==> config.mk <==
export PLATFORM = sky130hd
export DESIGN_NAME = seb_bank
export DESIGN_NICKNAME = d
export VERILOG_FILES = /design/src/inc/seb_pkg.sv /design/src/hdl/seb_bank.sv /design/src/hdl/seb_sticky_reg.sv
export VERILOG_INCLUDE_DIRS = /design/src /design/src/inc
export SDC_FILE = /design/constraint.sdc
export NUM_CORES = 1
export LEC_CHECK = 0
export BUFFER_PORTS_ARGS = -buffer_cell sky130_fd_sc_hd__buf_4
export CORE_ASPECT_RATIO = 0.8
export CORE_MARGIN = 2
export CORE_UTILIZATION = 45
export DETAILED_ROUTE_END_ITERATION = 10
export HOLD_SLACK_MARGIN = 0.1
export PLACE_DENSITY_LB_ADDON = 0.08
export SLEW_MARGIN = 30
export SYNTH_ARGS = -nofsm -noshare
export SYNTH_HDL_FRONTEND = slang
export SYNTH_SLANG_ARGS = --single-unit
==> constraint.sdc <==
create_clock -name clk_sys -period 6 [get_ports clk_sys]
set_clock_uncertainty 0.2 [all_clocks]
set_input_delay 1.2 -clock clk_sys [delete_from_list [all_inputs] [get_ports clk_sys]]
set_output_delay 1.2 -clock clk_sys [all_outputs]
set_load 0.005 [all_outputs]
==> src/inc/seb_defs.svh <==
// Offsets, field positions and reset values of the sticky error bank
`ifndef SEB_DEFS_SVH
`define SEB_DEFS_SVH

// Register offsets
`define SEB_ADDR_STATUS_TEMP_VR   8'h40
`define SEB_ADDR_STATUS_VOLT_LOW  8'h41
`define SEB_ADDR_CTRL             8'h50
`define SEB_ADDR_SLEEP_STATE      8'h51
`define SEB_ADDR_S3_MASK          8'h52
`define SEB_ADDR_S45_MASK         8'h53
`define SEB_ADDR_ERR_MASK_TEMP_VR 8'h54
`define SEB_ADDR_ERR_MASK_VOLT    8'h55

// Widths of the two status registers
`define SEB_TEMP_VR_BITS          6
`define SEB_VOLT_BITS             8

// Field positions in the temperature / regulator status register
`define SEB_BIT_ZONE1             0
`define SEB_BIT_ZONE2             1
`define SEB_BIT_ZONE3             2
`define SEB_BIT_ZONE4             3
`define SEB_BIT_VR1               4
`define SEB_BIT_VR2               5

// Field positions in the control register
`define SEB_BIT_ALERT_EN          0
`define SEB_BIT_ASF_MODE          1
`define SEB_BIT_SUMMARY           7

// Field positions in the sleep mask registers
`define SEB_BIT_MASK_ZONE1        0
`define SEB_BIT_MASK_ZONE2        1

// Reset values
`define SEB_RST_STATUS            8'h00
`define SEB_RST_CTRL              8'h00
`define SEB_RST_SLEEP_STATE       2'b00
`define SEB_RST_SLEEP_MASK        2'b00
`define SEB_RST_ERR_MASK          8'h00
`define SEB_RST_RDATA             8'h00
`define SEB_ALERT_N_IDLE          1'b1

`endif

==> src/inc/seb_pkg.sv <==
// Types shared by the sticky error bank and its bench
package seb_pkg;

    // Sleep state as written by the host; 2'b10 is not a legal code
    typedef enum logic [1:0] {
        SEB_SLEEP_S0  = 2'b00,
        SEB_SLEEP_S3  = 2'b01,
        SEB_SLEEP_S45 = 2'b11
    } seb_sleep_t;

    // One register bus request
    typedef struct packed {
        logic [7:0] addr;
        logic [7:0] wdata;
        logic       wr;
        logic       rd;
    } seb_bus_req_t;

    // Error events from the comparators on this clock
    typedef struct packed {
        logic [3:0] zone_temp;
        logic [7:0] voltage;
    } seb_events_t;

    // Whole state of the bank top
    typedef struct packed {
        logic [1:0] hot_sync1;
        logic [1:0] hot_sync2;
        logic       alert_en;
        logic       asf_mode;
        seb_sleep_t sleep_state;
        logic [1:0] s3_mask;
        logic [1:0] s45_mask;
        logic [7:0] err_mask_temp_vr;
        logic [7:0] err_mask_volt;
        logic [7:0] rdata;
        logic       summary;
        logic       alert_n;
    } seb_state_t;

    // Whole state of one sticky register
    typedef struct packed {
        logic [7:0] bits;
    } seb_sticky_state_t;

endpackage : seb_pkg

==> src/hdl/seb_bank.sv <==
// Sticky error status bank with summary flag, alert and sleep masking
//
// How it works
// - Each detected error sets its own single status bit.
// - Summary flag is set while any bank status bit is set.
// - With alert enabled, alert output asserts whenever summary flag is set.
// - Processor-hot fixed-threshold bits never reach summary flag or alert.
// - Set bits stay set after the fault ends; only software clears them.
// - Clearing fails while the fault persists and is unmasked.
// - A masked fault bit can be cleared while the fault persists.
// - In alert-standard-format mode, read and write-one both clear bits.
// - Otherwise reads do not clear; only writing a one clears.
// - Optional sleep masks apply only when enabled; fixed ones always.
// - Register one: zones 1-4 in bits 0-3, regulators bits 4-5.
// - Zones 1, 2 optionally masked in S3 and S4/5; zones 3, 4 never.
// - Register two bit n flags voltage channel n+1 out of range.
// - All eight voltage bits are masked in S3 and S4/5.
//
// Design decision made here: the address-and-strobe port.
`timescale 1ns/1ps
`default_nettype none
`include "seb_defs.svh"

module seb_bank (
    // Clock and reset
    input  wire logic                 clk_sys,
    input  wire logic                 reset_n,
    // Register bus
    input  wire seb_pkg::seb_bus_req_t bus_req,
    output logic [7:0]                rdata,
    // Error events from comparators on this clock
    input  wire seb_pkg::seb_events_t fault_events,
    // Regulator hot pins, asynchronous
    input  wire logic                 regulator1_hot_input,
    input  wire logic                 regulator2_hot_input_n,
    // Status outputs
    output logic                      error_summary_flag,
    output logic                      alert_n
);

    ////////////////////////////////////////////////////////////////////////
    // Reset image of the state
    localparam seb_pkg::seb_state_t SEB_STATE_RST = '{
        // Idle pin levels, so no false hot event follows reset
        hot_sync1:        2'b10,
        hot_sync2:        2'b10,
        alert_en:         1'((`SEB_RST_CTRL >> `SEB_BIT_ALERT_EN) & 8'h01),
        asf_mode:         1'((`SEB_RST_CTRL >> `SEB_BIT_ASF_MODE) & 8'h01),
        sleep_state:      seb_pkg::SEB_SLEEP_S0,
        s3_mask:          `SEB_RST_SLEEP_MASK,
        s45_mask:         `SEB_RST_SLEEP_MASK,
        err_mask_temp_vr: `SEB_RST_ERR_MASK,
        err_mask_volt:    `SEB_RST_ERR_MASK,
        rdata:            `SEB_RST_RDATA,
        summary:          1'b0,
        alert_n:          `SEB_ALERT_N_IDLE
    };

    localparam int TVB = `SEB_TEMP_VR_BITS;
    localparam int VB  = `SEB_VOLT_BITS;

    seb_pkg::seb_state_t state_reg;
    seb_pkg::seb_state_t state_next;

    // Decoded accesses
    logic           wr_temp_vr;
    logic           wr_volt;
    logic           rd_temp_vr;
    logic           rd_volt;

    // Sleep decode
    logic           in_s3;
    logic           in_s45;
    logic           asleep;

    // Event, mask and clear vectors of the two status registers
    logic [TVB-1:0] temp_vr_events;
    logic [TVB-1:0] temp_vr_mask;
    logic [TVB-1:0] temp_vr_clear;
    logic [TVB-1:0] temp_vr_status;
    logic [VB-1:0]  volt_mask;
    logic [VB-1:0]  volt_clear;
    logic [VB-1:0]  volt_status;

    // Bank level
    logic           bank_any;

    ////////////////////////////////////////////////////////////////////////
    // Access decode
    always_comb begin
        wr_temp_vr = bus_req.wr &&
                     (bus_req.addr == `SEB_ADDR_STATUS_TEMP_VR);
        wr_volt    = bus_req.wr &&
                     (bus_req.addr == `SEB_ADDR_STATUS_VOLT_LOW);
        rd_temp_vr = bus_req.rd &&
                     (bus_req.addr == `SEB_ADDR_STATUS_TEMP_VR);
        rd_volt    = bus_req.rd &&
                     (bus_req.addr == `SEB_ADDR_STATUS_VOLT_LOW);
    end

    ////////////////////////////////////////////////////////////////////////
    // Sleep state decode; the illegal code counts as awake
    always_comb begin
        in_s3  = 1'b0;
        in_s45 = 1'b0;
        unique case (state_reg.sleep_state)
            seb_pkg::SEB_SLEEP_S0: begin
                in_s3  = 1'b0;
                in_s45 = 1'b0;
            end
            seb_pkg::SEB_SLEEP_S3: begin
                in_s3  = 1'b1;
            end
            seb_pkg::SEB_SLEEP_S45: begin
                in_s45 = 1'b1;
            end
            default: begin
                in_s3  = 1'b0;
                in_s45 = 1'b0;
            end
        endcase
        asleep = in_s3 | in_s45;
    end

    ////////////////////////////////////////////////////////////////////////
    // Events of the temperature / regulator register
    always_comb begin
        temp_vr_events = '0;
        temp_vr_events[`SEB_BIT_ZONE1] = fault_events.zone_temp[0];
        temp_vr_events[`SEB_BIT_ZONE2] = fault_events.zone_temp[1];
        temp_vr_events[`SEB_BIT_ZONE3] = fault_events.zone_temp[2];
        temp_vr_events[`SEB_BIT_ZONE4] = fault_events.zone_temp[3];
        // Hot pins after the synchroniser; second input is active low
        temp_vr_events[`SEB_BIT_VR1] = state_reg.hot_sync2[0];
        temp_vr_events[`SEB_BIT_VR2] = ~state_reg.hot_sync2[1];
    end

    ////////////////////////////////////////////////////////////////////////
    // Masks of the temperature / regulator register
    always_comb begin
        temp_vr_mask = state_reg.err_mask_temp_vr[TVB-1:0];
        // Zones 1 and 2: sleep masks only where the mask bit allows
        temp_vr_mask[`SEB_BIT_ZONE1] = temp_vr_mask[`SEB_BIT_ZONE1] |
            (in_s3  & state_reg.s3_mask[`SEB_BIT_MASK_ZONE1]) |
            (in_s45 & state_reg.s45_mask[`SEB_BIT_MASK_ZONE1]);
        temp_vr_mask[`SEB_BIT_ZONE2] = temp_vr_mask[`SEB_BIT_ZONE2] |
            (in_s3  & state_reg.s3_mask[`SEB_BIT_MASK_ZONE2]) |
            (in_s45 & state_reg.s45_mask[`SEB_BIT_MASK_ZONE2]);
        // Zones 3 and 4 are never sleep-masked
        temp_vr_mask[`SEB_BIT_ZONE3] =
            state_reg.err_mask_temp_vr[`SEB_BIT_ZONE3];
        temp_vr_mask[`SEB_BIT_ZONE4] =
            state_reg.err_mask_temp_vr[`SEB_BIT_ZONE4];
        // Regulator bits are masked in any sleep state
        temp_vr_mask[`SEB_BIT_VR1] = temp_vr_mask[`SEB_BIT_VR1] |
            asleep;
        temp_vr_mask[`SEB_BIT_VR2] = temp_vr_mask[`SEB_BIT_VR2] |
            asleep;
    end

    ////////////////////////////////////////////////////////////////////////
    // Voltage masks: unconditional in either sleep state
    always_comb begin
        volt_mask = state_reg.err_mask_volt | {VB{asleep}};
    end

    ////////////////////////////////////////////////////////////////////////
    // Clear requests; reads clear only in alert-standard-format mode
    always_comb begin
        temp_vr_clear = '0;
        volt_clear    = '0;
        if (wr_temp_vr) begin
            // Reserved bits 7:6 are dropped here
            temp_vr_clear = bus_req.wdata[TVB-1:0];
        end
        if (wr_volt) begin
            volt_clear = bus_req.wdata;
        end
        // Read-to-clear takes every bit; the old value is still returned
        // A live unmasked event still wins inside the sticky register
        if (rd_temp_vr && state_reg.asf_mode) begin
            temp_vr_clear = {TVB{1'b1}};
        end
        if (rd_volt && state_reg.asf_mode) begin
            volt_clear = {VB{1'b1}};
        end
    end

    ////////////////////////////////////////////////////////////////////////
    // Sticky registers
    seb_sticky_reg #(
        .WIDTH (TVB)
    ) u_status_temp_vr (
        .clk_sys  (clk_sys),
        .reset_n  (reset_n),
        .event_in (temp_vr_events),
        .mask_in  (temp_vr_mask),
        .clear_in (temp_vr_clear),
        .status   (temp_vr_status)
    );

    seb_sticky_reg #(
        .WIDTH (VB)
    ) u_status_volt_low (
        .clk_sys  (clk_sys),
        .reset_n  (reset_n),
        .event_in (fault_events.voltage),
        .mask_in  (volt_mask),
        .clear_in (volt_clear),
        .status   (volt_status)
    );

    ////////////////////////////////////////////////////////////////////////
    // Bank level; only these two registers feed it, no processor-hot bits
    always_comb begin
        bank_any = (|temp_vr_status) | (|volt_status);
    end

    ////////////////////////////////////////////////////////////////////////
    // Next state
    always_comb begin
        state_next = state_reg;

        // Two-flop synchroniser of the hot pins
        // Only the second stage feeds the event logic
        state_next.hot_sync1 = {regulator2_hot_input_n,
                                regulator1_hot_input};
        state_next.hot_sync2 = state_reg.hot_sync1;

        // Configuration writes
        if (bus_req.wr) begin
            unique case (bus_req.addr)
                `SEB_ADDR_CTRL: begin
                    state_next.alert_en =
                        bus_req.wdata[`SEB_BIT_ALERT_EN];
                    state_next.asf_mode =
                        bus_req.wdata[`SEB_BIT_ASF_MODE];
                end
                `SEB_ADDR_SLEEP_STATE: begin
                    state_next.sleep_state =
                        seb_pkg::seb_sleep_t'(bus_req.wdata[1:0]);
                end
                `SEB_ADDR_S3_MASK: begin
                    state_next.s3_mask = bus_req.wdata[1:0];
                end
                `SEB_ADDR_S45_MASK: begin
                    state_next.s45_mask = bus_req.wdata[1:0];
                end
                `SEB_ADDR_ERR_MASK_TEMP_VR: begin
                    state_next.err_mask_temp_vr =
                        {2'b00, bus_req.wdata[TVB-1:0]};
                end
                `SEB_ADDR_ERR_MASK_VOLT: begin
                    state_next.err_mask_volt = bus_req.wdata;
                end
                default: begin
                    state_next.err_mask_volt = state_reg.err_mask_volt;
                end
            endcase
        end

        // Read data, present in the cycle after the strobe only
        state_next.rdata = `SEB_RST_RDATA;
        if (bus_req.rd) begin
            unique case (bus_req.addr)
                `SEB_ADDR_STATUS_TEMP_VR: begin
                    // Reserved bits read as zero
                    state_next.rdata = {2'b00, temp_vr_status};
                end
                `SEB_ADDR_STATUS_VOLT_LOW: begin
                    state_next.rdata = volt_status;
                end
                `SEB_ADDR_CTRL: begin
                    state_next.rdata[`SEB_BIT_ALERT_EN] =
                        state_reg.alert_en;
                    state_next.rdata[`SEB_BIT_ASF_MODE] =
                        state_reg.asf_mode;
                    state_next.rdata[`SEB_BIT_SUMMARY] =
                        state_reg.summary;
                end
                `SEB_ADDR_SLEEP_STATE: begin
                    state_next.rdata[1:0] = state_reg.sleep_state;
                end
                `SEB_ADDR_S3_MASK: begin
                    state_next.rdata[1:0] = state_reg.s3_mask;
                end
                `SEB_ADDR_S45_MASK: begin
                    state_next.rdata[1:0] = state_reg.s45_mask;
                end
                `SEB_ADDR_ERR_MASK_TEMP_VR: begin
                    state_next.rdata = state_reg.err_mask_temp_vr;
                end
                `SEB_ADDR_ERR_MASK_VOLT: begin
                    state_next.rdata = state_reg.err_mask_volt;
                end
                default: begin
                    state_next.rdata = `SEB_RST_RDATA;
                end
            endcase
        end

        // Summary flag and alert follow the bank level together
        // Both lag the status bits by one clock
        state_next.summary = bank_any;
        state_next.alert_n = ~(state_reg.alert_en & bank_any);
    end

    ////////////////////////////////////////////////////////////////////////
    // State register
    always_ff @(posedge clk_sys) begin
        if (!reset_n) begin
            state_reg <= SEB_STATE_RST;
        end else begin
            state_reg <= state_next;
        end
    end

    ////////////////////////////////////////////////////////////////////////
    // Outputs straight from the state register
    assign rdata              = state_reg.rdata;
    assign error_summary_flag = state_reg.summary;
    assign alert_n            = state_reg.alert_n;

endmodule // seb_bank

`default_nettype wire

==> src/hdl/seb_sticky_reg.sv <==
// One register of sticky error bits with masked set and write-one clear
`timescale 1ns/1ps
`default_nettype none
`include "seb_defs.svh"

module seb_sticky_reg #(
    parameter int WIDTH = 8
) (
    // Clock and reset
    input  wire logic             clk_sys,
    input  wire logic             reset_n,
    // Event and mask inputs
    input  wire logic [WIDTH-1:0] event_in,
    input  wire logic [WIDTH-1:0] mask_in,
    // Clear request, one bit per status bit
    input  wire logic [WIDTH-1:0] clear_in,
    // Sticky status
    output logic      [WIDTH-1:0] status
);

    seb_pkg::seb_sticky_state_t state_reg;
    seb_pkg::seb_sticky_state_t state_next;
    logic [WIDTH-1:0]           set_bits;

    ////////////////////////////////////////////////////////////////////////
    // Set and clear
    always_comb begin
        state_next = state_reg;
        // Only unmasked events may set a bit
        set_bits = event_in & ~mask_in;
        // Clear bit by bit; a live unmasked event wins over the clear
        state_next.bits[WIDTH-1:0] =
            (state_reg.bits[WIDTH-1:0] & ~clear_in) | set_bits;
    end

    // State register
    always_ff @(posedge clk_sys) begin
        if (!reset_n) begin
            state_reg <= `SEB_RST_STATUS;
        end else begin
            state_reg <= state_next;
        end
    end

    assign status = state_reg.bits[WIDTH-1:0];

endmodule // seb_sticky_reg

`default_nettype wire

==> flow_results.org, run 1 <==
** Layout
- Share of cells above drive strength 1 :: 25.6%
- Number of nets in the layout :: 318
- Multi-input combinational cell area :: approximately 1200 µm²
- For this run, the number of standard cells in the final layout without fillers is ~350.
- The register with the most flip-flops in the layout has 24 of them.
- The sequential cells in the finished layout cover a total of 1000 µm².
- N_diodes :: 0
- Counting the fill cells in the layout gives 499.
- From synthesis to final layout, the design area changed by 15.4%.

** Global route
- The via count of the first global-routing pass is 1822.
- The first global-routing pass estimated 9.63 mm of wire.
- The total overflow left after global routing is 0.
- Gr usage total :: about a fifth
- Initial antenna violation count :: 0
- Entering global routing, the biggest net connects 23 pins.

** Detailed routing
- Final WL :: roughly 6 mm
- Via count :: 1933
- The detailed router finished its first iteration with 170 violations.
- Routed wire per std cell :: 16.9 µm
- In this run the remaining antenna-violating nets after routing total 0.
- For this run, the detailed router's first-pass iteration total came to 4.
- For this run, design rule violations remaining after detail routing come to 0.
- Vias per Instance :: 5.57

** Setup path
- At the worst endpoint, the arrival time is roughly 3 ns.
- In this run the register-to-register setup slack is approximately 4.5 ns.
- Highest cell delay on the worst timing path :: 0.65 ns
- Walking the worst path, the cells encountered are buf_4 -> or4b_4 -> or3_1 -> or3_1 -> a31oi_1.
- Worst-case reg-to-reg path depth :: 3
- The slowest stage of the critical path belongs to the cell sky130_fd_sc_hd__or4b_4.
- The startpoint identified for the worst register-to-register timing path is state_reg[30].
- The most critical setup path has its startpoint at bus_req[15].
- Most frequent CP cell :: sky130_fd_sc_hd__or3_1
- The endpoint identified for the worst register-to-register timing path is u_status_volt_low.status[1].
- STA classifies the critical path endpoint as a flop.
- Worst Path Required :: approximately 6.0 ns
- Destination of the critical timing path :: rdata[1]
- Critical setup path kind :: primary input to flop
- Largest fanout on the critical path :: 11
- The worst setup path is launched from a primary input.

** Die
- DIE HEIGHT :: 69.0 µm
- Number of placed I/O pins :: 44
- In this run the standard cell core region covers 5060 µm².
- Die width :: 85.3 µm
- Cell Rows :: 23
- The die covers 5890 µm².
- Once the floorplan was initialized, standard cells occupied a little under half of the core.

** Hold path
- Beginning of the worst hold path :: state_next[35]
- Hold Crit Depth :: 1
- Hold Crit Class :: flop to flop

** Power and ir drop
- VDD sags by at most 0.000163 V.
- Power per unit of standard cell area :: 223 nW/µm²
- For this design the static power due to leakage is 1.07 nW.

** Clock network
- In this run, post-CTS repair resized a total of 0 instances.
- H-tree depth :: 2
- Total CTS buffers :: 5
- Clock network latency to the later pin of the worst-skew pair :: 0.30 ns
- Count of buffers added by post-CTS timing repair for setup :: 0
- Post-cts hold buffer count :: 0
- TritonCTS clock tree :: yes
- After clock tree synthesis, the clock-pin slew on the worst setup and hold paths is 0.09 ns.
- Counting along the longest clock path gives a buffer depth of 2.
- Clk Tree Root Cell :: sky130_fd_sc_hd__clkbuf_8
- The clock net in this run drives a total of 50 sinks.

** Logic synthesis
- Synth warnings :: 0
- By count the netlist is led by sky130_fd_sc_hd__dfxtp_1 (50), sky130_fd_sc_hd__nand2_1 (32), sky130_fd_sc_hd__nor2_1 (27).
- Net count after synthesis :: 290
- Sorting the synthesized cells by area gives the leading types as sky130_fd_sc_hd__dfxtp_1 (42%), sky130_fd_sc_hd__mux2i_1 (11%), sky130_fd_sc_hd__nand2_1 (5.0%).
- Summing every instance area after synthesis gives 2380 µm².
- The most used flip-flop cell after synthesis is sky130_fd_sc_hd__dfxtp_1.
- Average footprint of a synthesized cell :: 9.29 µm²
- After technology mapping, the gate count stands at 256.
- Distinct cell type count of the synthesized netlist :: 47
- Library cell with the highest instance count after synthesis :: sky130_fd_sc_hd__dfxtp_1
- Share of flip-flops with an asynchronous set or reset :: 0%
- Synthesis-stage register bit count :: 50
- In this run, synthesis inferred 0 flip-flops with an integrated enable.
- After synthesis, flip-flops and latches occupy a little over two fifths of the total area.
- Summed over all instances, the cell type with the most area after synthesis is sky130_fd_sc_hd__dfxtp_1.
- Share of the synthesized area in the top cell type :: 42.1%

** Job
- Number of max-capacitance violations reported :: 0

** Placed design
- During placement, the flow inserted port buffers numbering 43.
- Routability-driven placement finished with a final weighted congestion of between 0.8 and 0.9.
- Number of placed cells counting well taps :: between 300 and 400
- Once detailed placement completed, the half-perimeter wirelength came to 4.15 mm.

** STA
- The worst pin sits at a relative slew slack of 47.1%.
- Subtracting the final worst setup slack from the clock period gives around 3 ns.
- Setup repair after global routing missed its margin :: no
- In the finished design, the share of the clock period the worst path needs comes to 49.8%.
- Count of final hold-check violations :: 0
- Setup violation total in the final timing report :: 0
- Final max-slew violation count :: 0
- At the pin with the least slew margin, the transition time is ~0.79 ns.
- Setup total negative slack on the finished layout was measured at 0 ns.
- Based on the critical path, the design can be clocked at up to 335 MHz.

** Outcome
- The run finished with clean final reports.
-- worst min path at each step --
stage                          to  slack [ns]
finish              state_reg[35]        0.22
floorplan                 alert_n        0.17
CTS                       alert_n        0.21
detailed placement        alert_n        0.19
global placement          alert_n        0.19
global route        state_reg[35]        0.24
-- worst max-delay path, delay by kind of cell --
family	cells	cell delay, ns
simple gates	3	1.54
buf+inv	1	0.12
compound gates	1	0.16
-- metrics by stage --
stage               cell area (µm²)  util, %  hold WS, ns  total power [mW]  worst slack (ns)
floorplan                      2380        -        0.168             0.388              3.06
global placement               2660     52.4        0.194             0.418              2.71
detailed placement             2660     52.4        0.190             0.419              2.70
CTS                            2750     54.2        0.215             0.618              3.02
global route                   2750     54.2        0.235             0.638              2.94
finish                         2750     54.2        0.217             0.612              3.01
-- cell type report --
class | count | share of cell area [%]
Multi-Input combinational cell | 181 | 45.3
Tap cell | 62 | 2.83
Clock buffer | 5 | 2.51
Sequential cell | 50 | 36.5
Inverter | 3 | 0.410
Clock inverter | 3 | 0.775
Timing Repair Buffer | 43 | 11.8
-- cells by family after synthesis --
family                 after synthesis  synth area share [%]
AO/OA/AOI/OAI                       43                  12.0
multiplexers                        35                  15.7
AND/OR/NAND/NOR                    103                  24.5
buffers and inverters               25                  5.68
flip-flops                          50                  42.1
-- routing by layer --
metal	up-vias	track usage, %	routed length, µm
li1	965	-	-
met1	897	33.9	2980
met2	69	27.3	2450
met3	2	4.07	416
met4	0	4.76	26
met5	-	0	0
-- cell usage in the layout (no fill, tap or decap), drive strengths merged, types with 2 or more instances in the layout --
cell type / instances
a211oi: 2
a21oi: 5
a22oi: 6
a31o: 5
a31oi: 3
a32o: 2
and2: 2
buf: 43
clkbuf: 5
clkinv: 2
dfxtp: 50
inv: 3
mux2: 9
mux2i: 25
nand2: 32
nand2b: 3
nand3b: 8
nand4: 4
nor2: 27
nor3: 5
nor4: 6
nor4b: 2
o21ai: 17
or3: 4
or4b: 3
-- power breakdown --
part	internal (mW)	total (mW)	switching, mW
logic	0.0287	0.0623	0.0336
clock network	0.0822	0.200	0.118
registers	0.342	0.349	0.00762
(Power assumes the default switching activity.)
==> inputs of run 2 (changes only) <==
- clock period: 6 -> 2.8 ns (I/O delays scaled with it)
==> flow_results.org, run 2 (same netlist as run 1, synthesis figures left out) <==
** Layout
- Number of nets in the layout :: 328 (+3.1%)
- Area growth from synthesis to layout :: 19.5%
- Finished Core Util :: 56.1% (+1.9 points)
- The library cells used most frequently in the layout, excluding fill and tap cells, are sky130_fd_sc_hd__buf_4 (53), sky130_fd_sc_hd__dfxtp_1 (50), sky130_fd_sc_hd__nand2_1 (32), sky130_fd_sc_hd__nor2_1 (27), sky130_fd_sc_hd__mux2i_1 (25).
- Leaving out fill and tap cells, the most frequent cell in the layout is sky130_fd_sc_hd__buf_4.
- N_diodes :: 0 (unchanged)
- The fraction of final layout cells sized beyond drive strength 1 was 28.1% (+2.5 points).
- Flip-flop count of the largest register, all copies and words added :: 24 (unchanged)

** Detailed routing
- The average wire length per cell after detail routing was 17.0 µm (+0.53%).
- The detailed-router iteration count before antenna repair was 4 (unchanged).
- The total length of routed wires was 6.07 mm (+3.4%).
- Vias per Instance :: 5.55 (-0.39%)
- Via count :: 1981 (+2.5%)
- The violation count after the first detailed-routing iteration was 139 (-18%).
- The number of nets with antenna violations after detailed routing was 0 (unchanged).
- The number of remaining DRC errors was 0 (unchanged).

** Setup path
- Reg2reg end :: rdata[0]
- The required time of the worst setup path is 2.84 ns (-3.20 ns).
- The critical path arrival was 2.32 ns (-0.70 ns).
- The worst setup path is launched from a primary input.
- Counting stages on the worst path, the most repeated cell is sky130_fd_sc_hd__or3_1.
- The cell family contributing the most delay on the critical path is simple AND/OR/NAND/NOR gates.
- Reg2Reg Setup Slack :: 1.34 ns (-3.11 ns)
- Worst flop-to-flop path startpoint :: state_reg[30]
- For this design, the slowest cell found on the critical path is sky130_fd_sc_hd__or4b_4.
- The maximum fanout encountered on the critical timing path came to 11 (unchanged).
- Worst path cell trace :: buf_4 -> or4b_4 -> or3_1 -> or3_1 -> a31oi_1
- The number of buffers and inverters on the critical path is 1 (unchanged).
- STA classifies the critical path endpoint as a flop.
- The largest incremental delay on the critical path came to 0.65 ns (about the same).
- Beginning of the critical path :: bus_req[15]
- Worst-case reg-to-reg path depth :: 3 (unchanged)
- Critical setup path kind :: primary input to flop

** Clock network
- The TritonCTS buffer count is 5 (unchanged).
- TritonCTS clock tree :: yes
- Clock slew at reported path FFs :: 0.09 ns (about the same)
- H-tree depth :: 2 (unchanged)
- The number of hold buffers added after CTS is 0 (unchanged).
- Clock network latency to the later pin of the worst-skew pair :: 0.31 ns (about the same)
- Count of buffers added by post-CTS timing repair for setup :: 0 (unchanged)
- In this run the clock root is driven by a sky130_fd_sc_hd__clkbuf_8.
- The buffer levels on the longest clock path came to 2 (unchanged).
- Count of clock tree sinks :: 50 (unchanged)
- Number of gates resized after CTS :: 0 (unchanged)

** Die
- The floorplan row count came to 23 (unchanged).
- The standard cell core area is 5060 µm² (unchanged).
- Number of placed I/O pins :: 44 (unchanged)
- The overall die height was 69.0 µm (unchanged).
- Starting density of the core :: 47.0% (unchanged)
- Die width :: 85.3 µm (unchanged)
- The die area was 5890 µm² (unchanged).

** STA
- Final max-slew violation count :: 0 (unchanged)
- The worst max-slew margin expressed relative to the limit was 66.6% (+20 points).
- The hold violation total from the final report was 0 (unchanged).
- FMAX :: 440 MHz
- The setup TNS after final layout is 0 ns (unchanged).
- The number of setup violations in the final report was 0 (unchanged).
- Setup repair after global routing missed its margin :: no
- Slew of the pin with the lowest slew margin :: 0.495 ns (-0.299 ns)
- Period minus WS final :: 2.27 ns
- The final critical path takes up 81.2% of the cycle.

** Global route
- The first-pass GRT wire length was 9.58 mm (-0.50%).
- Initial antenna violation count :: 0 (unchanged)
- Gr usage total :: 20.9% (+0.22 points)
- The total grt overflow is 0 (unchanged).
- Via count of the first global-routing pass :: 1819 (-0.16%)
- Maximum number of pins on one net before global-route repair :: 18 (-22%)

** Hold path
- Worst Hold Endpoint :: state_reg[35]
- The tightest min-delay check is of the flop to flop type.
- The number of cells on the worst hold path is 1 (unchanged).
- The worst hold path begins at state_next[35].

** Placed design
- The half-perimeter wire length after detailed placement came to 4.36 mm (+4.9%).
- The count of buffers inserted at the top-level ports came to 43 (unchanged).
- The global placement routability congestion was 0.872 (+3.8%).

** Power and ir drop
- The peak supply drop is 0.000298 V (+83%).
- Leakage :: 1.14 nW (+6.1%)
- The total power density per cell area was 496 nW/µm² (+120%).

** Outcome
- The flow ran to the end, and the final reports show no timing, DRC or antenna violations.

** Job
- The max-cap check violation count came to 0 (unchanged).
[run 2: changes by cell type in the layout (fill, tap and decap cells not counted), sizes merged]
cell,before,now
bufinv,0,1
inv,3,4
clkinv,2,1
buf,43,53
clkinvlp,1,0
[run 2: area by class of cell]
cell class,instances,area (µm²)
Clock buffer,5,68.8
Clock inverter,3,43.8
Fill cell,500,2220
Inverter,3,11.3
Multi-Input combinational cell,181,1240
Sequential cell,50,1000
Tap cell,62,77.6
Timing Repair Buffer,53,398
[run 2: per-layer routing]
layer | up-vias | track usage, % | routed length [µm] | share of wire [%]
li1 | 993 | - | - | -
met4 | 0 | 7.94 | 55 | 0.91
met5 | - | 0 | 0 | 0
met3 | 6 | 4.55 | 436 | 7.2
met2 | 65 | 27.7 | 2520 | 42
met1 | 917 | 32.6 | 3060 | 50
[run 2: power breakdown]
part	leakage [nW]	internal (mW)	total, mW	switching (mW)
Clock	0.0585	0.268	0.524	0.256
Sequential	0.409	0.733	0.750	0.0174
Combinational	0.672	0.0652	0.138	0.0725
Total	1.14	1.07	1.41	0.345
[run 2: stage by stage]
stage                     instance area, µm²  hold slack (ns)  instances  power (mW)  setup slack [ns]
final                                   2840            0.215        357        1.41             0.525
after floorplan                         2380            0.168        256       0.831             0.499
after global placement                  2730            0.190        349       0.902             0.238
after CTS                               2840            0.213        357        1.43             0.537
after detailed placement                2730            0.195        349       0.903             0.215
after global routing                    2840            0.223        357        1.46             0.464
[run 2: worst max path at each step]
| stage | endpoint | cells after the start |
|---|---|---|
| after floorplan | u_status_temp_vr.state_reg[4] | 5 |
| after global placement | rdata[1] | 5 |
| after detailed placement | rdata[1] | 5 |
| after CTS | rdata[1] | 5 |
| after global routing | rdata[1] | 5 |
| final | rdata[1] | 5 |
[run 2: worst reg2reg max path, cell delays in order (launching register included)]
cell,delay (ns)
sky130_fd_sc_hd__dfxtp_1,0.37
sky130_fd_sc_hd__mux4_2,0.47
sky130_fd_sc_hd__a22oi_1,0.23
sky130_fd_sc_hd__a21oi_1,0.09
==> inputs of run 3 (changes only) <==
- ABC_AREA: default -> 1
- clock period: 2.8 -> 2.3 ns (I/O delays scaled with it)
==> flow_results.org, run 3 <==
** Outcome
- The run finished with clean final reports.

** Clock network
- Count of clock tree sinks :: 50 (unchanged)
- The buffers inserted during post-CTS setup optimization came to 0 (unchanged).
- The number of hold buffers added after CTS is 0 (unchanged).
- The clock network latency to the later pin of the worst-skew pair is 0.29 ns (-0.02 ns).
- The H-tree depth was 2 (unchanged).
- Total CTS buffers :: 5 (unchanged)
- The clock transition at the registers of the reported paths came to 0.09 ns (about the same).
- Clk Tree Root Cell :: sky130_fd_sc_hd__clkbuf_8
- TritonCTS built the clock tree.
- The buffer levels on the longest clock path came to 2 (unchanged).
- The number of resized instances in the post-cts repair step was 0 (unchanged).

** Logic synthesis
- The fraction of post-synthesis cell area in the top cell type by area is 41.1% (-1.0 points).
- Post-synthesis mux area share :: 0% (-16 points)
- The simple-gate area share of the yosys netlist was 31.8% (+7.3 points).
- By count the netlist is led by sky130_fd_sc_hd__nand2_1 (59), sky130_fd_sc_hd__nand3_1 (56), sky130_fd_sc_hd__dfxtp_1 (50).
- Synth warnings :: 0 (unchanged)
- The register bit total from synthesis is 50 (unchanged).
- Net count after synthesis :: 380 (+31%)
- Distinct cell type count of the synthesized netlist :: 28 (-40%)
- Post-synth EDFFs :: 0 (unchanged)
- Largest area contributor in the synthesized netlist :: sky130_fd_sc_hd__dfxtp_1
- Adder-Cell Fraction of Synth Area :: 0% (unchanged)
- The synthesized cell area was 2440 µm² (+2.5%).
- The cell count after synthesis came to 346 (+35%).
- The fraction of synthesized cell area in xor and xnor cells is 0% (unchanged).
- Share of flip-flops with an asynchronous set or reset :: 0% (unchanged)
- The most used flip-flop cell after synthesis is sky130_fd_sc_hd__dfxtp_1.
- Main area contributors after synthesis :: sky130_fd_sc_hd__dfxtp_1 (41%), sky130_fd_sc_hd__nand3_1 (11%), sky130_fd_sc_hd__nand2_1 (9.1%)
- The average cell area after synthesis is 7.04 µm² (-24%).
- Library cell with the highest instance count after synthesis :: sky130_fd_sc_hd__nand2_1
- Main combinational cell family by area after synthesis :: simple AND/OR/NAND/NOR gates
- The complex-gate fraction of the synthesized area is 14.8% (+2.8 points).
- The register area share after synthesis was 41.1% (-1.0 points).

** Setup path
- The worst register-to-register path ends at u_status_volt_low.status[1].
- The largest incremental delay on the critical path was 0.40 ns (-0.25 ns).
- In this run the worst setup path begins at bus_req[13].
- The worst setup path is launched from a primary input.
- The minimum setup slack among reg-to-reg paths came to 1.03 ns (-0.31 ns).
- The number of buffers and inverters on the critical path was 2 (+1).
- The required time of the worst setup path is 2.27 ns (-0.57 ns).
- The critical path is of the primary input to flop type.
- Worst flop-to-flop path startpoint :: state_reg[30]
- On the critical path, the stage with the largest delay is an instance of sky130_fd_sc_hd__nand3_1.
- CP arrival :: 1.79 ns (-0.53 ns)
- The number of cell instances on the worst register-to-register path came to 3 (unchanged).
- Kind of end point of the critical path :: flop
- The cell family contributing the most delay on the critical path is simple AND/OR/NAND/NOR gates.
- Traced cell by cell, the critical path runs through buf_4 -> inv_1 -> nand2_2 -> nor2_1 -> nand3_1 -> o21ai_0 -> a21oi_1.
- The maximum fanout encountered on the critical timing path came to 12 (+1).

** Die
- Cell Rows :: 23 (unchanged)
- Area of the die :: 6020 µm² (+2.3%)
- The initial core utilization was 47.6% (+0.62 points).
- Die width :: 86.3 µm (+1.2%)
- The overall die height came to 69.8 µm (+1.2%).
- The standard cell core area is 5120 µm² (+1.1%).
- The number of top-level pins was 44 (unchanged).

** Hold path
- Hold Crit Depth :: 3 (+2)
- The worst hold path begins at regulator1_hot_input.
- The worst hold path belongs to the class primary input to flop.
- The worst hold path terminates at state_next[34].

** Global route
- Maximum number of pins on one net before global-route repair :: 26 (+8)
- met1 is the most crowded layer.
- Met2 layer usage reported by global route :: 30.7% (+3.1 points)
- The via count of the first global-routing pass is 2104 (+16%).
- The total grt overflow came to 0 (unchanged).
- The global-route usage over all layers was 22.2% (+1.3 points).
- GRT met1 Usage :: 35.2% (+2.6 points)
- The fraction of met3 tracks used by global routing is 3.81% (-0.74 points).
- Initial antenna violation count :: 0 (unchanged)
- Global-route wire length before repair :: 10.6 mm (+11%)

** Placed design
- The number of placed instances, taps included was 437 (+25%).
- Standard cell area after detailed placement :: 2750 µm² (+0.87%)
- The global placement routability congestion was 0.857 (-1.8%).
- The count of buffers inserted at the top-level ports is 43 (unchanged).
- Half-perimeter wire length after placement :: 4.66 mm (+7.1%)

** Layout
- The count of inserted antenna diode cells was 0 (unchanged).
- The top cell types in the final layout, fill and taps aside, are sky130_fd_sc_hd__nand2_1 (59), sky130_fd_sc_hd__nand3_1 (56), sky130_fd_sc_hd__dfxtp_1 (50), sky130_fd_sc_hd__buf_4 (47), sky130_fd_sc_hd__inv_1 (46).
- The number of flip-flops under the largest register name is 24 (unchanged).
- Number of non-filler instances in the completed layout :: 445 (+25%)
- Number of nets in the layout :: 416 (+27%)
- Leaving out fill and tap cells, the most frequent cell in the layout is sky130_fd_sc_hd__nand2_1.
- The fraction of final layout cells sized beyond drive strength 1 was 18.0% (-10 points).
- Area of all placed cells without fillers :: 2860 µm² (+0.62%)
- Compared with the post-synthesis result, the final layout area differs by 17.4%.

** STA
- Setup repair after global routing left no endpoint under its margin.
- Final period utilization :: 78.9%
- Subtracting the final worst setup slack from the clock period gives 1.82 ns.
- Setup tns final :: 0 ns (unchanged)
- The transition at the pin with the smallest max-transition slack was 0.444 ns (-0.0509 ns).
- The worst max-slew margin expressed relative to the limit was 70.2% (+3.6 points).
- The hold violation total from the final report was 0 (unchanged).
- FMAX :: 551 MHz
- Setup violation total in the final timing report :: 0 (unchanged)
- Final max-slew violation count :: 0 (unchanged)

** Detailed routing
- Count of unresolved DRC violations after routing :: 0 (unchanged)
- Via count :: 2288 (+15%)
- The number of nets with antenna violations after detailed routing was 0 (unchanged).
- Drt pass-1 iters :: 5 (+1)
- Number of violations reported at the end of detailed-routing iteration 0 :: 300 (+120%)
- The total length of routed wires is 6.34 mm (+4.3%).
- Vias per Instance :: 5.14 (-7.3%)
- The average wire length per cell after detail routing is 14.2 µm (-16%).

** Job
- The max-cap check violation count is 0 (unchanged).

** Power and ir drop
- Leakage :: 1.30 nW (+14%)
- Max IR drop VDD :: 0.000376 V (+26%)
- Power per unit of standard cell area :: 586 nW/µm² (+18%)
run 3: stage by stage:
stage	hold WS, ns	utilization (%)	worst slack [ns]	power [mW]
after floorplan	0.190	-	0.731	1.01
after global placement	0.194	53.8	0.286	1.09
after detailed placement	0.201	53.8	0.215	1.09
after CTS	0.135	55.8	0.530	1.69
after global routing	0.147	55.8	0.303	1.75
final	0.140	55.8	0.484	1.68
run 3: how the worst max path moves through the flow:
stage                         end  cells past startpoint
detailed placement  state_reg[18]                      7
floorplan           state_reg[20]                      7
global route        state_reg[19]                      7
CTS                 state_reg[19]                      7
finish              state_reg[19]                      7
global placement    state_reg[19]                      7
run 3: layer usage:
metal	vias up	part of all wire [%]
li1	1196	-
met5	-	0
met4	0	0.54
met2	81	41
met3	4	5.9
met1	1007	52
run 3: logic make-up after synthesis:
kind of cell,Yosys count
flip-flops,50
AO/OA/AOI/OAI,71
buffers and inverters,68
AND/OR/NAND/NOR,157
run 3: layout make-up:
cell class / count / area [µm²]
fillers: 526 / 2260
multi-input cells: 228 / 1130
flip-flops and latches: 50 / 1000
repair buffers: 47 / 353
inverters: 50 / 188
well taps: 62 / 77.6
clock buffers: 7 / 76.3
clock inverters: 1 / 30.0
run 3: worst min-delay path, cell delays in order:
cell	delay, ns
sky130_fd_sc_hd__buf_4	0.07
sky130_fd_sc_hd__nand2_1	0.04
sky130_fd_sc_hd__inv_1	0.04
run 3: power by group:
part / switching, mW / internal [mW] / leakage, nW
sequential: 0.0157 / 0.888 / 0.408
combinational: 0.0963 / 0.0734 / 0.836
clock: 0.277 / 0.326 / 0.0524
